===== config.mk =====
export PLATFORM = sky130hd
export DESIGN_NAME = dsl_top
export DESIGN_NICKNAME = d
export VERILOG_FILES = /design/src/dsl_pkg.sv /design/src/dsl_pattern_gen.sv /design/src/dsl_top.sv
export SDC_FILE = /design/constraint.sdc
export NUM_CORES = 1
export LEC_CHECK = 0
export BUFFER_PORTS_ARGS = -buffer_cell sky130_fd_sc_hd__buf_4
export CAP_MARGIN = 20
export CELL_PAD_IN_SITES_DETAIL_PLACEMENT = 1
export CELL_PAD_IN_SITES_GLOBAL_PLACEMENT = 2
export CORE_MARGIN = 3
export CORE_UTILIZATION = 39
export CTS_CLUSTER_DIAMETER = 50
export DETAILED_ROUTE_END_ITERATION = 7
export GPL_ROUTABILITY_DRIVEN = 0
export PLACE_DENSITY_LB_ADDON = 0.15
export SLEW_MARGIN = 20
export SYNTH_ARGS = -nofsm -noshare
export SYNTH_HDL_FRONTEND = slang
export SYNTH_SLANG_ARGS = --single-unit

===== constraint.sdc =====
create_clock -name mclk -period 2.64 [get_ports mclk]
set_clock_uncertainty 0.15 [all_clocks]
set_input_delay 0.528 -clock mclk [delete_from_list [all_inputs] [get_ports mclk]]
set_output_delay 0.528 -clock mclk [all_outputs]
set_load 0.01 [all_outputs]

===== src/dsl_pkg.sv =====
// shared constants and types for the drive status led block
package dsl_pkg;

    // ------------------------------------------------------------------
    // timing
    // ------------------------------------------------------------------
    localparam int unsigned CLK_HZ      = 10_000_000;
    localparam int unsigned TICK_MS     = 50;
    // one pattern slot is 50 ms; every pattern is built from whole slots
    localparam int unsigned TICK_CYCLES = (TICK_MS * CLK_HZ) / 1000;

    localparam logic [4:0] SLOT_FLASH     = 5'h04;  // 200 ms on or gap
    localparam logic [4:0] PERIOD_FLICKER = 5'h02;  // 50 on, 50 off
    localparam logic [4:0] PERIOD_BLINK   = 5'h08;  // 200 on, 200 off
    localparam logic [4:0] PERIOD_SINGLE  = 5'h18;  // 200 on, 1000 off
    localparam logic [4:0] PERIOD_DOUBLE  = 5'h20;  // 200,200,200 then 1000 off
    localparam logic [7:0] AL_CHANGE_SET  = 8'h01;
    localparam logic [15:0] ALIAS_RESET   = 16'h0000;

    // ------------------------------------------------------------------
    // types
    // ------------------------------------------------------------------
    typedef enum logic [5:0] {
        PAT_OFF     = 6'b00_0001,
        PAT_ON      = 6'b00_0010,
        PAT_BLINK   = 6'b00_0100,
        PAT_SINGLE  = 6'b00_1000,
        PAT_DOUBLE  = 6'b01_0000,
        PAT_FLICKER = 6'b10_0000
    } dsl_pattern_t;

    typedef enum logic [5:0] {
        ESM_BOOT    = 6'b00_0001,
        ESM_INIT    = 6'b00_0010,
        ESM_PREOP   = 6'b00_0100,
        ESM_SAFEOP  = 6'b00_1000,
        ESM_OP      = 6'b01_0000,
        ESM_BOOTSTR = 6'b10_0000
    } dsl_esm_t;

    typedef struct packed {
        logic dc_bus_ok;
        logic enabled;
        logic fault;
        logic logic_ok;
    } dsl_drive_t;

    // one bit per error source, index order fixed
    localparam int ERR_PDI_WDOG = 0;
    localparam int ERR_CONFIG   = 1;
    localparam int ERR_BOOT     = 2;
    localparam int ERR_AUTO     = 3;
    localparam int ERR_APP_WDOG = 4;
    localparam int ERR_N        = 5;

    typedef struct packed {
        logic pdi_wdog;
        logic app_wdog;
        logic config_err;
        logic boot_fail;
        logic auto_change;
    } dsl_err_evt_t;

endpackage


===== src/dsl_pattern_gen.sv =====
// timed led pattern generator: steady, blink, flashes, flicker
`timescale 1ns/1ps
`default_nettype none
module dsl_pattern_gen #(
    parameter int unsigned TICK_CYCLES = dsl_pkg::TICK_CYCLES
) (
    input  wire logic          mclk,    // system clock
    input  wire logic          rstn,    // async reset, low
    input  wire dsl_pkg::dsl_pattern_t mode, // selected pattern
    output logic               led_reg  // lamp drive, registered
);

    // ------------------------------------------------------------------
    // slot timebase
    // ------------------------------------------------------------------
    dsl_pkg::dsl_pattern_t mode_reg;
    logic [31:0]           tick_reg;
    logic [4:0]            slot_reg;
    logic [4:0]            period;
    logic                  restart;
    logic                  tick_end;

    assign restart  = (mode != mode_reg);
    assign tick_end = (tick_reg == TICK_CYCLES - 32'd1);

    always_comb
    begin
        unique case (mode)
            dsl_pkg::PAT_FLICKER: period = dsl_pkg::PERIOD_FLICKER;
            dsl_pkg::PAT_BLINK:   period = dsl_pkg::PERIOD_BLINK;
            dsl_pkg::PAT_SINGLE:  period = dsl_pkg::PERIOD_SINGLE;
            dsl_pkg::PAT_DOUBLE:  period = dsl_pkg::PERIOD_DOUBLE;
            default:              period = dsl_pkg::PERIOD_FLICKER;
        endcase
    end

    always_ff @(posedge mclk or negedge rstn)
    begin
        if (!rstn)
            mode_reg <= dsl_pkg::PAT_OFF;
        else
            mode_reg <= mode;
    end

    always_ff @(posedge mclk or negedge rstn)
    begin
        if (!rstn)
        begin
            tick_reg <= 32'h0000_0000;
            slot_reg <= 5'h00;
        end
        else if (restart)
        begin
            tick_reg <= 32'h0000_0000;
            slot_reg <= 5'h00;
        end
        else if (tick_end)
        begin
            tick_reg <= 32'h0000_0000;
            slot_reg <= (slot_reg == period - 5'h01) ? 5'h00 : slot_reg + 5'h01;
        end
        else
            tick_reg <= tick_reg + 32'h0000_0001;
    end

    // ------------------------------------------------------------------
    // lamp shape
    // ------------------------------------------------------------------
    // a new pattern shows its first slot from the cycle after the change
    always_ff @(posedge mclk or negedge rstn)
    begin
        if (!rstn)
            led_reg <= 1'b0;
        else if (restart)
            led_reg <= (mode != dsl_pkg::PAT_OFF);
        else
        begin
            unique case (mode)
                dsl_pkg::PAT_OFF:     led_reg <= 1'b0;
                dsl_pkg::PAT_ON:      led_reg <= 1'b1;
                dsl_pkg::PAT_FLICKER: led_reg <= ~slot_reg[0];
                dsl_pkg::PAT_BLINK,
                dsl_pkg::PAT_SINGLE:  led_reg <= (slot_reg < dsl_pkg::SLOT_FLASH);
                dsl_pkg::PAT_DOUBLE:  led_reg <= (slot_reg < dsl_pkg::SLOT_FLASH)
                    || (slot_reg >= 2 * dsl_pkg::SLOT_FLASH
                        && slot_reg < 3 * dsl_pkg::SLOT_FLASH);
                default:              led_reg <= 1'b0;
            endcase
        end
    end

endmodule
`default_nettype wire


===== src/dsl_top.sv =====
// drive and network status indicator logic
`timescale 1ns/1ps
`default_nettype none

// Behaviour
// - bridge led green with bus power and enable, red on any fault.
// - logic supply led green while logic power is present.
// - link led on for idle link, flicker with traffic, off without link.
// - network state led steady green in operational.
// - network state led blinks 200 ms on, 200 ms off in pre-operational.
// - safe-operational gives 200 ms flash then 1000 ms dark, repeating.
// - flicker 50/50 ms while booting, in bootstrap or downloading firmware.
// - network state led dark in init.
// - error led steady red after interface watchdog timeout.
// - error led blinks 200/200 ms on configuration error.
// - error led flickers on boot error: init reached, change flag 01.
// - error led single flash on autonomous state change with change flag 01.
// - error led double flash on application watchdog timeout.
// - station alias writable by network or setup.
module dsl_top #(
    parameter int unsigned TICK_CYCLES = dsl_pkg::TICK_CYCLES
) (
    input  wire logic                mclk,              // system clock
    input  wire logic                rstn,              // async reset, low
    input  wire dsl_pkg::dsl_drive_t drive,             // drive core status
    input  wire logic [1:0]          link_valid,        // per port link up
    input  wire logic [1:0]          link_activity,     // per port traffic
    input  wire dsl_pkg::dsl_esm_t   esm_state,         // slave state machine
    input  wire logic                fw_download,       // firmware download busy
    input  wire logic [7:0]          al_change,         // status change flag
    input  wire dsl_pkg::dsl_err_evt_t err_evt,         // error event pulses
    input  wire logic [4:0]          err_clear,         // per error clear pulses
    input  wire logic                alias_wr,          // alias write strobe
    input  wire logic [15:0]         alias_data,        // alias write data
    output logic                     bridge_green_reg,  // bridge led green
    output logic                     bridge_red_reg,    // bridge led red
    output logic                     logic_supply_led,  // logic power led
    output logic [1:0]               port_link_activity_led, // per port led
    output logic                     network_state_led, // green state led
    output logic                     network_error_led, // red error led
    output logic [15:0]              station_alias_reg, // stored alias
    output logic [4:0]               err_pending_reg    // pending errors
);

    // ------------------------------------------------------------------
    // drive power leds
    // ------------------------------------------------------------------
    // fault beats green
    always_ff @(posedge mclk or negedge rstn)
    begin
        if (!rstn)
        begin
            bridge_green_reg <= 1'b0;
            bridge_red_reg   <= 1'b0;
        end
        else
        begin
            bridge_red_reg   <= drive.fault;
            bridge_green_reg <= ~drive.fault & drive.dc_bus_ok & drive.enabled;
        end
    end

    always_ff @(posedge mclk or negedge rstn)
    begin
        if (!rstn)
            logic_supply_led <= 1'b0;
        else
            logic_supply_led <= drive.logic_ok;
    end

    // ------------------------------------------------------------------
    // port link leds
    // ------------------------------------------------------------------
    genvar p;
    generate
        for (p = 0; p < 2; p++)
        begin : g_port
            dsl_pkg::dsl_pattern_t port_mode;
            assign port_mode = !link_valid[p] ? dsl_pkg::PAT_OFF :
                               link_activity[p] ? dsl_pkg::PAT_FLICKER :
                               dsl_pkg::PAT_ON;
            dsl_pattern_gen #(
                .TICK_CYCLES (TICK_CYCLES)
            ) u_port (
                .mclk    (mclk),
                .rstn    (rstn),
                .mode    (port_mode),
                .led_reg (port_link_activity_led[p])
            );
        end
    endgenerate

    // ------------------------------------------------------------------
    // network state led
    // ------------------------------------------------------------------
    dsl_pkg::dsl_pattern_t state_mode;

    always_comb
    begin
        if (fw_download)
            state_mode = dsl_pkg::PAT_FLICKER;
        else
        begin
            unique case (esm_state)
                dsl_pkg::ESM_OP:      state_mode = dsl_pkg::PAT_ON;
                dsl_pkg::ESM_PREOP:   state_mode = dsl_pkg::PAT_BLINK;
                dsl_pkg::ESM_SAFEOP:  state_mode = dsl_pkg::PAT_SINGLE;
                dsl_pkg::ESM_BOOT,
                dsl_pkg::ESM_BOOTSTR: state_mode = dsl_pkg::PAT_FLICKER;
                dsl_pkg::ESM_INIT:    state_mode = dsl_pkg::PAT_OFF;
                // an illegal state code is shown dark
                default:              state_mode = dsl_pkg::PAT_OFF;
            endcase
        end
    end

    dsl_pattern_gen #(
        .TICK_CYCLES (TICK_CYCLES)
    ) u_state (
        .mclk    (mclk),
        .rstn    (rstn),
        .mode    (state_mode),
        .led_reg (network_state_led)
    );

    // ------------------------------------------------------------------
    // error capture
    // ------------------------------------------------------------------
    logic [4:0] err_set;
    logic       change_flag;

    assign change_flag = (al_change == dsl_pkg::AL_CHANGE_SET);

    always_comb
    begin
        err_set = 5'h00;
        err_set[dsl_pkg::ERR_PDI_WDOG] = err_evt.pdi_wdog;
        err_set[dsl_pkg::ERR_CONFIG]   = err_evt.config_err;
        err_set[dsl_pkg::ERR_BOOT]     = err_evt.boot_fail & change_flag
                                         & (esm_state == dsl_pkg::ESM_INIT);
        err_set[dsl_pkg::ERR_AUTO]     = err_evt.auto_change & change_flag;
        err_set[dsl_pkg::ERR_APP_WDOG] = err_evt.app_wdog;
    end

    // set wins over a clear in the same cycle so no event is lost
    always_ff @(posedge mclk or negedge rstn)
    begin
        if (!rstn)
            err_pending_reg <= 5'h00;
        else
            err_pending_reg <= (err_pending_reg & ~err_clear) | err_set;
    end

    // ------------------------------------------------------------------
    // newest error selection
    // ------------------------------------------------------------------
    logic [2:0] last_reg;
    logic [2:0] last_next;
    logic [4:0] pend_next;

    assign pend_next = (err_pending_reg & ~err_clear) | err_set;

    always_comb
    begin
        last_next = last_reg;
        if (err_set != 5'h00)
        begin
            // simultaneous raises: highest index taken as newest
            for (int i = 0; i < dsl_pkg::ERR_N; i++)
                if (err_set[i])
                    last_next = 3'(i);
        end
        else if (!pend_next[last_reg])
        begin
            // newest one cleared: history is not kept, fall back by index
            for (int i = dsl_pkg::ERR_N - 1; i >= 0; i--)
                if (pend_next[i])
                    last_next = 3'(i);
        end
    end

    always_ff @(posedge mclk or negedge rstn)
    begin
        if (!rstn)
            last_reg <= 3'h0;
        else
            last_reg <= last_next;
    end

    dsl_pkg::dsl_pattern_t err_mode;

    always_comb
    begin
        if (err_pending_reg == 5'h00)
            err_mode = dsl_pkg::PAT_OFF;
        else
        begin
            unique case (last_reg)
                3'h0:    err_mode = dsl_pkg::PAT_ON;
                3'h1:    err_mode = dsl_pkg::PAT_BLINK;
                3'h2:    err_mode = dsl_pkg::PAT_FLICKER;
                3'h3:    err_mode = dsl_pkg::PAT_SINGLE;
                3'h4:    err_mode = dsl_pkg::PAT_DOUBLE;
                default: err_mode = dsl_pkg::PAT_OFF;
            endcase
        end
    end

    dsl_pattern_gen #(
        .TICK_CYCLES (TICK_CYCLES)
    ) u_error (
        .mclk    (mclk),
        .rstn    (rstn),
        .mode    (err_mode),
        .led_reg (network_error_led)
    );

    // ------------------------------------------------------------------
    // station alias
    // ------------------------------------------------------------------
    // alias write port
    always_ff @(posedge mclk or negedge rstn)
    begin
        if (!rstn)
            station_alias_reg <= dsl_pkg::ALIAS_RESET;
        else if (alias_wr)
            station_alias_reg <= alias_data;
    end

endmodule
`default_nettype wire

Word-level counts from Yosys, hierarchy flattened

Index checks and enable logic that the tools add are counted.

Flip-flop bits (word level): 203
Input port bits: 52
Output and inout port bits: 28
Logic and storage cells: 185

Add/subtract/negate cells: 12
$lt $le $gt $ge: 13
Eq/ne operators: 49
Muxes and demuxes: 54
Bitwise gates (word level): 13
Reductions and logical operators: 22

Operators by type and width:

| kind                    | count |
|---|---|
| $mux W32                | 8 |
| $add A32 B1 Y32 const B | 4 |
| $eq A32 B19 Y1 const B  | 4 |
| $mux W5                 | 12 |
| $pmux W5 S3             | 4 |
| $mux W3                 | 12 |
| $mux W6                 | 6 |
| $eq A6 B2 Y1 const B    | 5 |
| $eq A6 B3 Y1 const B    | 5 |
| $eq A6 B4 Y1 const B    | 5 |
| $eq A6 B5 Y1 const B    | 5 |
| $eq A6 B6 Y1 const B    | 5 |
| $pmux W6 S5             | 1 |
| $ne A6 B1 Y1 const B    | 4 |
| $ne A6 B6 Y1            | 4 |
| $pmux W6 S4             | 1 |
| $add A5 B1 Y5 const B   | 4 |
| $eq A5 B5 Y1            | 4 |
| $ge A5 B4 Y1 const B    | 4 |
| $lt A5 B3 Y1 const B    | 4 |
| $lt A5 B4 Y1 const B    | 4 |
| $sub A5 B1 Y5 const B   | 4 |
| $pmux W1 S4             | 4 |
| $reduce_or A2 Y1        | 5 |
| 23 further kinds        | 45 |

Depth between registers and ports, before layout

Gate-level depths: netlist of the first run.

Word-level depth: 11
Depth in mapped cells: 9
Gate-level depth less buffers: 7

Hierarchy

From an unflattened synthesis of the first run, not the netlist that was laid out.

Cells, all modules: 1099
Area total of the unflattened synthesis: 11086.9 um2

Modules (own cells, without submodules):

| module          | instances | cells each | area each (um2) | seq. area each (um2) |
|---|---|---|---|---|
| dsl_pattern_gen | 4         | 243        | 2412.3          | 1102.3 |
| dsl_top         | 1         | 127        | 1437.6          | 675.6 |

Worst setup path after synthesis of the first run

Ideal clock, no wire load.

Kind: input -> register
Start point: input esm_state[4]
End point: register last_reg[0]
Setup time: 0.125 ns
Arrival time: 2.238 ns
Data required time: 2.365 ns
Setup slack: 0.127 ns
Stages on the path: 7
Path buffers: 1
Cells stage by stage: buf_4 nor3_4 a41oi_1 mux2_2 a221o_1 a21boi_1 mux2_4

Cells in the longest elaborated chain, start to end: 8
Elaborated cells between the ends (all ways): 18
Those cells by class: 3 x eq/ne; 10 x mux; 2 x bitwise; 3 x reduce/logical

Ends and longest elaborated chain:

| what                                                 | RTL line       | source |
|---|---|---|
| start: declaration                                   | dsl_top.sv:28  | `input wire dsl_pkg::dsl_esm_t esm_state,` |
| $eq A6 B2 Y1 *                                       | dsl_top.sv:140 | `& (esm_state == dsl_pkg::ESM_INIT);` |
| $and A1 B1 Y1 *                                      | dsl_top.sv:140 |  |
| branches (longest 6 deep; another with $or A5 B5 Y5) | n/a            |  |
| end signal: assignment                               | dsl_top.sv:187 | `last_reg <= last_next;` |
| end: declaration                                     | dsl_top.sv:157 | `logic [2:0] last_reg;` |

Every way passes the cells marked *. The select of a mux whose other input is x is not followed.
A chain may end at the register's enable or synchronous reset.

Final worst setup path of the first run

Start point: register err_pending_reg[4]
End point: register u_error.tick_reg[26]

Cells in the longest elaborated chain, start to end: 4

Ends and longest elaborated chain:

| what                     | RTL line              | source |
|---|---|---|
| start: declaration       | dsl_top.sv:42         | `output logic [4:0] err_pending_reg` |
| start signal: assignment | dsl_top.sv:151        | `err_pending_reg <= (err_pending_reg & ~err_clear) \| err_set;` |
| $logic_not A5 Y1         | dsl_top.sv:194        | `if (err_pending_reg == 5'h00)` |
| $mux W6                  | dsl_top.sv:194        |  |
| $ne A6 B6 Y1             | dsl_pattern_gen.sv:23 | `assign restart = (mode != mode_reg);` |
| $mux W32                 | dsl_pattern_gen.sv:52 | `else if (restart)` |
| end signal: assignment   | dsl_pattern_gen.sv:63 | `tick_reg <= tick_reg + 32'h0000_0001;` |
| end: declaration         | dsl_pattern_gen.sv:17 | `logic [31:0] tick_reg;` |

No other way between the ends.

==> flow_metrics.py, run 1 <==
metrics = {
    "floorplanning": {
        "rows": 58,
        "io_pins": 80,
        "fp.dieW_um": 168,
        "coreArea_mm2": 0.0254,
        "start_util": 0.401,
        "fp.dieH_um": 168,
        "dieArea_mm2": 0.0281,
    },
    "clock_network": {
        "cts.sinks": 196,
        "h-tree-depth": 4,
        "clock_latency_ns": 0.43,
        "cts.clk_slew.worst_paths_ns": 0.08,
        "cts-root-buf": "clkbuf_16",
        "cts_buffers": 17,
        "cts_tree": "yes",
        "cts_buffer_depth": 2,
    },
    "synth": {
        "avgSynthCellArea_um2": 10.2,
        "ys_types": 79,
        "async_reset_ff_frac": 1.00,
        "yosysWarningCount": 0,
        "synth-edff-count": 0,
        "ys.flop_type": "dfrtp_1",
        "ys_seq_area_frac": 0.482,
        "synth_cells": 1003,
        "synth_nets": 1065,
        "syn_area_mm2": 0.0102,
        "synth-seq-cells": 196,
    },
    "critical_path": {
        "critPathCaptureType": "flip-flop",
        "start_kind": "flip-flop",
        "crit_required_ns": 2.85,
        "r2r_setup_slack_ns": 0.20,
        "worstReg2RegStart": "err_pending_reg[4]",
        "crit_type": "reg -> reg",
        "ff2ff_path_depth": 7,
        "cp-startpoint": "err_pending_reg[4]",
        "cp_max_fo": 16,
        "crit_arrival_ns": 2.65,
        "r2r-end": "u_error.tick_reg[26]",
    },
    "route": {
        "highest_layer": "met4",
        "routed_wl_um": 22800,
        "wl_met3_um": 472,
        "dr_wl_met2_um": 11600,
        "drt-vias-per-instance": 5.24,
        "wl_met1_um": 10500,
        "wl_per_cell_um": 15.6,
        "drtIter0Drc": 304,
        "ant_nets": 0,
        "vias": 7637,
        "drc": 0,
        "dr.pass1.iters": 6,
    },
    "worst_hold_path": {
        "hold_end": "logic_supply_led",
        "hp-start": "drive[0]",
        "hold_path_depth": 1,
        "hold_class": "in -> reg",
    },
    "grt": {
        "grt_use_total": 0.170,
        "grt_pass1_vias": 8282,
        "grt-ovfl-total": 0,
        "antenna_found_initial": 0,
        "grt_pass1_wl_um": 40400,
        "grt_max_degree": 56,
    },
    "placed_design": {
        "place_hpwl_um": 16200,
        "io_buffers": 79,
        "pre_cts_ws_ns": 0.0190,
    },
    "timing": {
        "timing.fmax_ghz": 0.410,
        "timing.final.crit_period_ns": 2.44,
        "fin_crit_sh": 0.924,
        "finalWorstSetupSlack_ns": 0.200,
        "tightestPinTransition_ns": 0.545,
        "finalHoldViolations": 0,
        "setup_tns_ns": 0,
        "setup_violations": 0,
        "relSlewSlack": 0.633,
        "final-max-slew-violation-count": 0,
    },
    "pwr": {
        "peakVddDrop_mv": 0.414,
        "power.leakage_uw": 0.00498,
        "powerDensity_mw_per_mm2": 542,
    },
    "job": {
        "maxCapViolations": 0,
    },
    "finish": {
        "diodes": 0,
        "fillerInstances": 2872,
        "multi_input_area_mm2": 0.00490,
        "seq_area_mm2": 0.00491,
        "syn_to_final_growth_pct": 18.1,
        "fin_nets": 1176,
        "drive_gt1_frac": 0.215,
        "largest_reg_flops": 64,
    },
    "outcome": {
        "status": "completed",
    },
}
==> synthesized netlist by cell type (8+ instances only) <==
cell type | number | share of area
dfrtp_1 | 192 | 0.47
nor2_1 | 135 | 0.050
xor2_1 | 68 | 0.058
nand3_1 | 64 | 0.031
nand2_1 | 59 | 0.022
xnor2_1 | 56 | 0.048
inv_1 | 42 | 0.015
nand4_1 | 36 | 0.022
and3_1 | 29 | 0.018
nor2_4 | 28 | 0.031
nor4_1 | 26 | 0.016
a21oi_1 | 20 | 0.0098
nor3_1 | 20 | 0.0098
mux2_2 | 18 | 0.020
and4_1 | 13 | 0.011
nor2_2 | 13 | 0.0080
o21ai_0 | 13 | 0.0064
ha_1 | 10 | 0.012
nor4b_1 | 9 | 0.0077
clkbuf_1 | 8 | 0.0029
nand2b_1 | 8 | 0.0049
nor2b_1 | 8 | 0.0049
o22ai_1 | 8 | 0.0049
==> metrics by stage <==
stage	hold WS [ns]	total power, uW	instance area (um2)	cells	util
2_1_floorplan	0.0824	3500	10200	1003	-
3_3_place_gp	0.309	3770	11400	1424	0.448
3_5_place_dp	0.310	3780	11400	1424	0.448
4_1_cts	0.0217	6640	12000	1457	0.473
5_1_grt	0.0181	6820	12000	1457	0.474
6_report	0.0444	6520	12000	1457	0.474
==> where the power goes <==
| group | switching [uW] | internal (uW) |
|---|---|---|
| Sequential | 45.4 | 3060 |
| Clock | 1180 | 1620 |
| Combinational | 343 | 261 |
| Total | 1570 | 4950 |
==> logic make-up after synthesis <==
family / Yosys count / share of synthesized area
AOI/OAI and AO/OA: 82 / 0.0596
xor gates and xnor gates: 124 / 0.107
adders and majority gates: 10 / 0.0123
buffers and inverters: 74 / 0.0393
DFF: 196 / 0.482
muxes: 24 / 0.0263
and+or+nand+nor: 493 / 0.274
==> cell usage in the layout (no fill, tap or decap), drive strengths merged, types with 4 or more instances in the layout <==
| cell type | instances |
|---|---|
| a211oi | 5 |
| a21oi | 20 |
| a31oi | 4 |
| and2 | 8 |
| and3 | 29 |
| and4 | 13 |
| buf | 122 |
| bufinv | 4 |
| clkbuf | 22 |
| clkinv | 4 |
| dfrtp | 192 |
| dfstp | 4 |
| ha | 10 |
| inv | 45 |
| mux2 | 19 |
| mux2i | 5 |
| nand2 | 59 |
| nand2b | 8 |
| nand3 | 64 |
| nand3b | 4 |
| nand4 | 36 |
| nor2 | 176 |
| nor2b | 8 |
| nor3 | 22 |
| nor4 | 30 |
| nor4b | 11 |
| o21ai | 13 |
| o22ai | 8 |
| or2 | 6 |
| or3 | 7 |
| xnor2 | 56 |
| xor2 | 68 |
==> critical path: stages, from the launching register on <==
cell and delay, ns:
dfrtp_1 0.41, or4_4 0.61, o211ai_1 0.21, a32o_2 0.18
o32ai_4 0.09, or2_2 0.37, buf_12 0.20, nor2b_1 0.14
==> timing repair <==
item / 4_1_cts / 5_1_grt
resized for setup: 0 / 4
setup endpoints to repair: 0 / 4
buffers inserted: 0 / 0
hold endpoints to repair: 49 / 0
hold buffers: 1 / 0
==> per-layer routing <==
layer | global-route usage | vias to the layer above
met5 | 0 | -
met4 | 0.0423 | 0
met3 | 0.0288 | 14
met2 | 0.297 | 61
met1 | 0.220 | 3853
li1 | - | 3709
==> worst max path at each step <==
| stage | to | cells after the start |
|---|---|---|
| floorplan | last_reg[0] | 7 |
| global placement | last_reg[0] | 7 |
| detailed placement | last_reg[0] | 7 |
| CTS | u_error.tick_reg[26] | 7 |
| global route | u_error.tick_reg[26] | 9 |
| finish | u_error.tick_reg[26] | 7 |
==> layout make-up <==
type	count	share of cell area
multi-input cells	733	0.407
clock buffers	21	0.0374
inverters	42	0.0131
repair buffers	124	0.0854
well taps	330	0.0343
clock inverters	11	0.0145
flip-flops and latches	196	0.408
(Power assumes the default switching activity.)
==> run 2: changes to the inputs <==
==> constraint.sdc (replaced) <==
create_clock -name mclk -period 2.4 [get_ports mclk]
set_clock_uncertainty 0.15 [all_clocks]
set_input_delay 0.48 -clock mclk [delete_from_list [all_inputs] [get_ports mclk]]
set_output_delay 0.48 -clock mclk [all_outputs]
set_load 0.01 [all_outputs]
==> run 2 against run 1 <==
Against the previous run: sequential cell count is the same; global-route usage grew 0.24 points; highest routed layer unchanged; first-iteration DRC count grew 15%; sequential power grew 10%; hold slack gained 0.012 ns; wire length grew 1.5%; clock-buffer cell count grew 1.
==> flow_metrics.py, run 2 (synthesis gave the netlist of run 1 again) <==
metrics = {
    "grt": {
        "antenna_found_initial": 0,
        "grt_pass1_wl_um": 40800,
        "grt_pass1_vias": 8499,
        "grt_use_total": 0.172,
        "grt_max_degree": 81,
        "grt-ovfl-total": 0,
    },
    "finish": {
        "syn_to_final_growth_pct": 22.7,
        "layout_common_cells": "dfrtp_1, buf_4, nor2_1, xor2_1, nand3_1",
        "drive_gt1_frac": 0.251,
        "fin_cells": 1502,
        "largest_reg_flops": 64,
        "layout_commonest_cell": "dfrtp_1",
        "fin_nets": 1221,
        "fillerInstances": 2847,
        "fin_util": 0.492,
        "multi_input_area_mm2": 0.00498,
        "seq_area_mm2": 0.00491,
        "diodes": 0,
    },
    "clock_network": {
        "clock_latency_ns": 0.44,
        "cts_buffers": 17,
        "h-tree-depth": 4,
        "cts-root-buf": "clkbuf_16",
        "cts.sinks": 196,
        "cts_tree": "yes",
        "cts_setup_buffers": 0,
        "cts.clk_slew.worst_paths_ns": 0.08,
        "cts_buffer_depth": 2,
    },
    "timing": {
        "setup_tns_ns": 0,
        "finalHoldViolations": 0,
        "hold_ws_ns": 0.0569,
        "finalWorstSetupSlack_ns": 0.0673,
        "relSlewSlack": 0.691,
        "final-max-slew-violation-count": 0,
        "rsz0062_at_grt": "yes",
        "fin_crit_sh": 0.972,
        "setup_violations": 0,
        "tightestPinTransition_ns": 0.464,
        "timing.fmax_ghz": 0.429,
        "timing.final.crit_period_ns": 2.33,
    },
    "floorplanning": {
        "io_pins": 80,
        "start_util": 0.401,
        "coreArea_mm2": 0.0254,
        "fp.dieH_um": 168,
        "dieArea_mm2": 0.0281,
        "rows": 58,
        "fp.dieW_um": 168,
    },
    "route": {
        "wl_per_cell_um": 15.4,
        "drtIter0Drc": 351,
        "vias": 7708,
        "drc": 0,
        "drt-vias-per-instance": 5.13,
        "routed_wl_um": 23100,
        "dr.pass1.iters": 4,
        "ant_nets": 0,
    },
    "pwr": {
        "switching_share": 0.241,
        "switchingPower_uw": 1750,
        "intPower_uw": 5500,
        "peakVddDrop_mv": 0.501,
        "seq_power_share": 0.472,
        "powerDensity_mw_per_mm2": 579,
        "p_clk_frac": 0.428,
        "combinationalPowerShare": 0.101,
        "power.leakage_uw": 0.00523,
    },
    "critical_path": {
        "crit_type": "reg -> reg",
        "crit_arrival_ns": 2.55,
        "critPathCaptureType": "flip-flop",
        "cpPeakStageDelay_ns": 0.59,
        "start_kind": "flip-flop",
        "crit_required_ns": 2.62,
        "cp_max_fo": 6,
        "worstPathCellList": "or4_4 -> o22ai_1 -> mux2_2 -> nand3_2 -> or3b_1 -> a21oi_1",
        "slowest_stage": "or4_4",
    },
    "placed_design": {
        "place_hpwl_um": 16600,
        "pre_cts_ws_ns": -0.150,
        "io_buffers": 79,
        "dpl.cell_count": 1467,
    },
    "worst_hold_path": {
        "hold_class": "in -> reg",
    },
    "outcome": {
        "status": "completed",
    },
    "job": {
        "maxCapViolations": 0,
    },
}
## run 2: final cells by class
class / count / share of cell area
multi-input combinational: 733 / 0.399
timing repair buffer: 169 / 0.113
tap: 330 / 0.0330
clock buffer: 22 / 0.0363
inverter: 42 / 0.0126
clock inverter: 10 / 0.0139
sequential: 196 / 0.393
## run 2: layer usage
metal / up-vias / GRT usage / wire (um)
li1: 3794 / - / -
met4: 0 / 0.0363 / 159
met5: - / 0 / 0
met2: 51 / 0.296 / 11600
met3: 12 / 0.0307 / 480
met1: 3851 / 0.229 / 10900
## run 2: through the flow
step                      total power (uW)  instance area [um2]
final                                 7240                12500
after global routing                  7560                12500
after CTS                             7360                12400
after detailed placement              4220                11800
after global placement                4200                11800
after floorplan                       3850                10200
## run 2: path summary, 6_finish.rpt
kind	startpoint	to	slack (ns)	cells past startpoint
worst max register to register	err_pending_reg[4]	u_error.slot_reg[3]	0.07	6
worst max-delay path	err_pending_reg[4]	u_error.slot_reg[3]	0.07	6
max in group asynchronous	rstn	u_error.mode_reg[0]	1.06	3
worst min-delay path	link_valid[1]	g_port[1].u_port.mode_reg[0]	0.06	2
min in group asynchronous	rstn	station_alias_reg[13]	0.32	2
worst min register to register	u_state.tick_reg[0]	u_state.tick_reg[0]	0.33	1
## run 2: power by group through the flow
stage          logic, uW  registers, uW  clock network, uW
2_1_floorplan        360           3490                  0
3_3_place_gp         725           3480                  0
3_5_place_dp         736           3480                  0
4_1_cts              746           3420               3200
5_1_grt              807           3430               3330
6_report             728           3420               3100
## run 2: critical path: cells and delay by family (launching register included)
| family | cells | cell delay, ns |
|---|---|---|
| AND/OR/NAND/NOR | 3 | 1.04 |
| AO/OA/AOI/OAI | 2 | 0.34 |
| multiplexers | 1 | 0.36 |
| flip-flops | 1 | 0.38 |
## run 2: repair_timing
item | in CTS | in global routing
pin swaps | 1 | 1
hold buffers | 3 | 0
hold endpoints to repair | 17 | 0
gates resized for setup | 4 | 10
setup endpoints to repair | 33 | 96
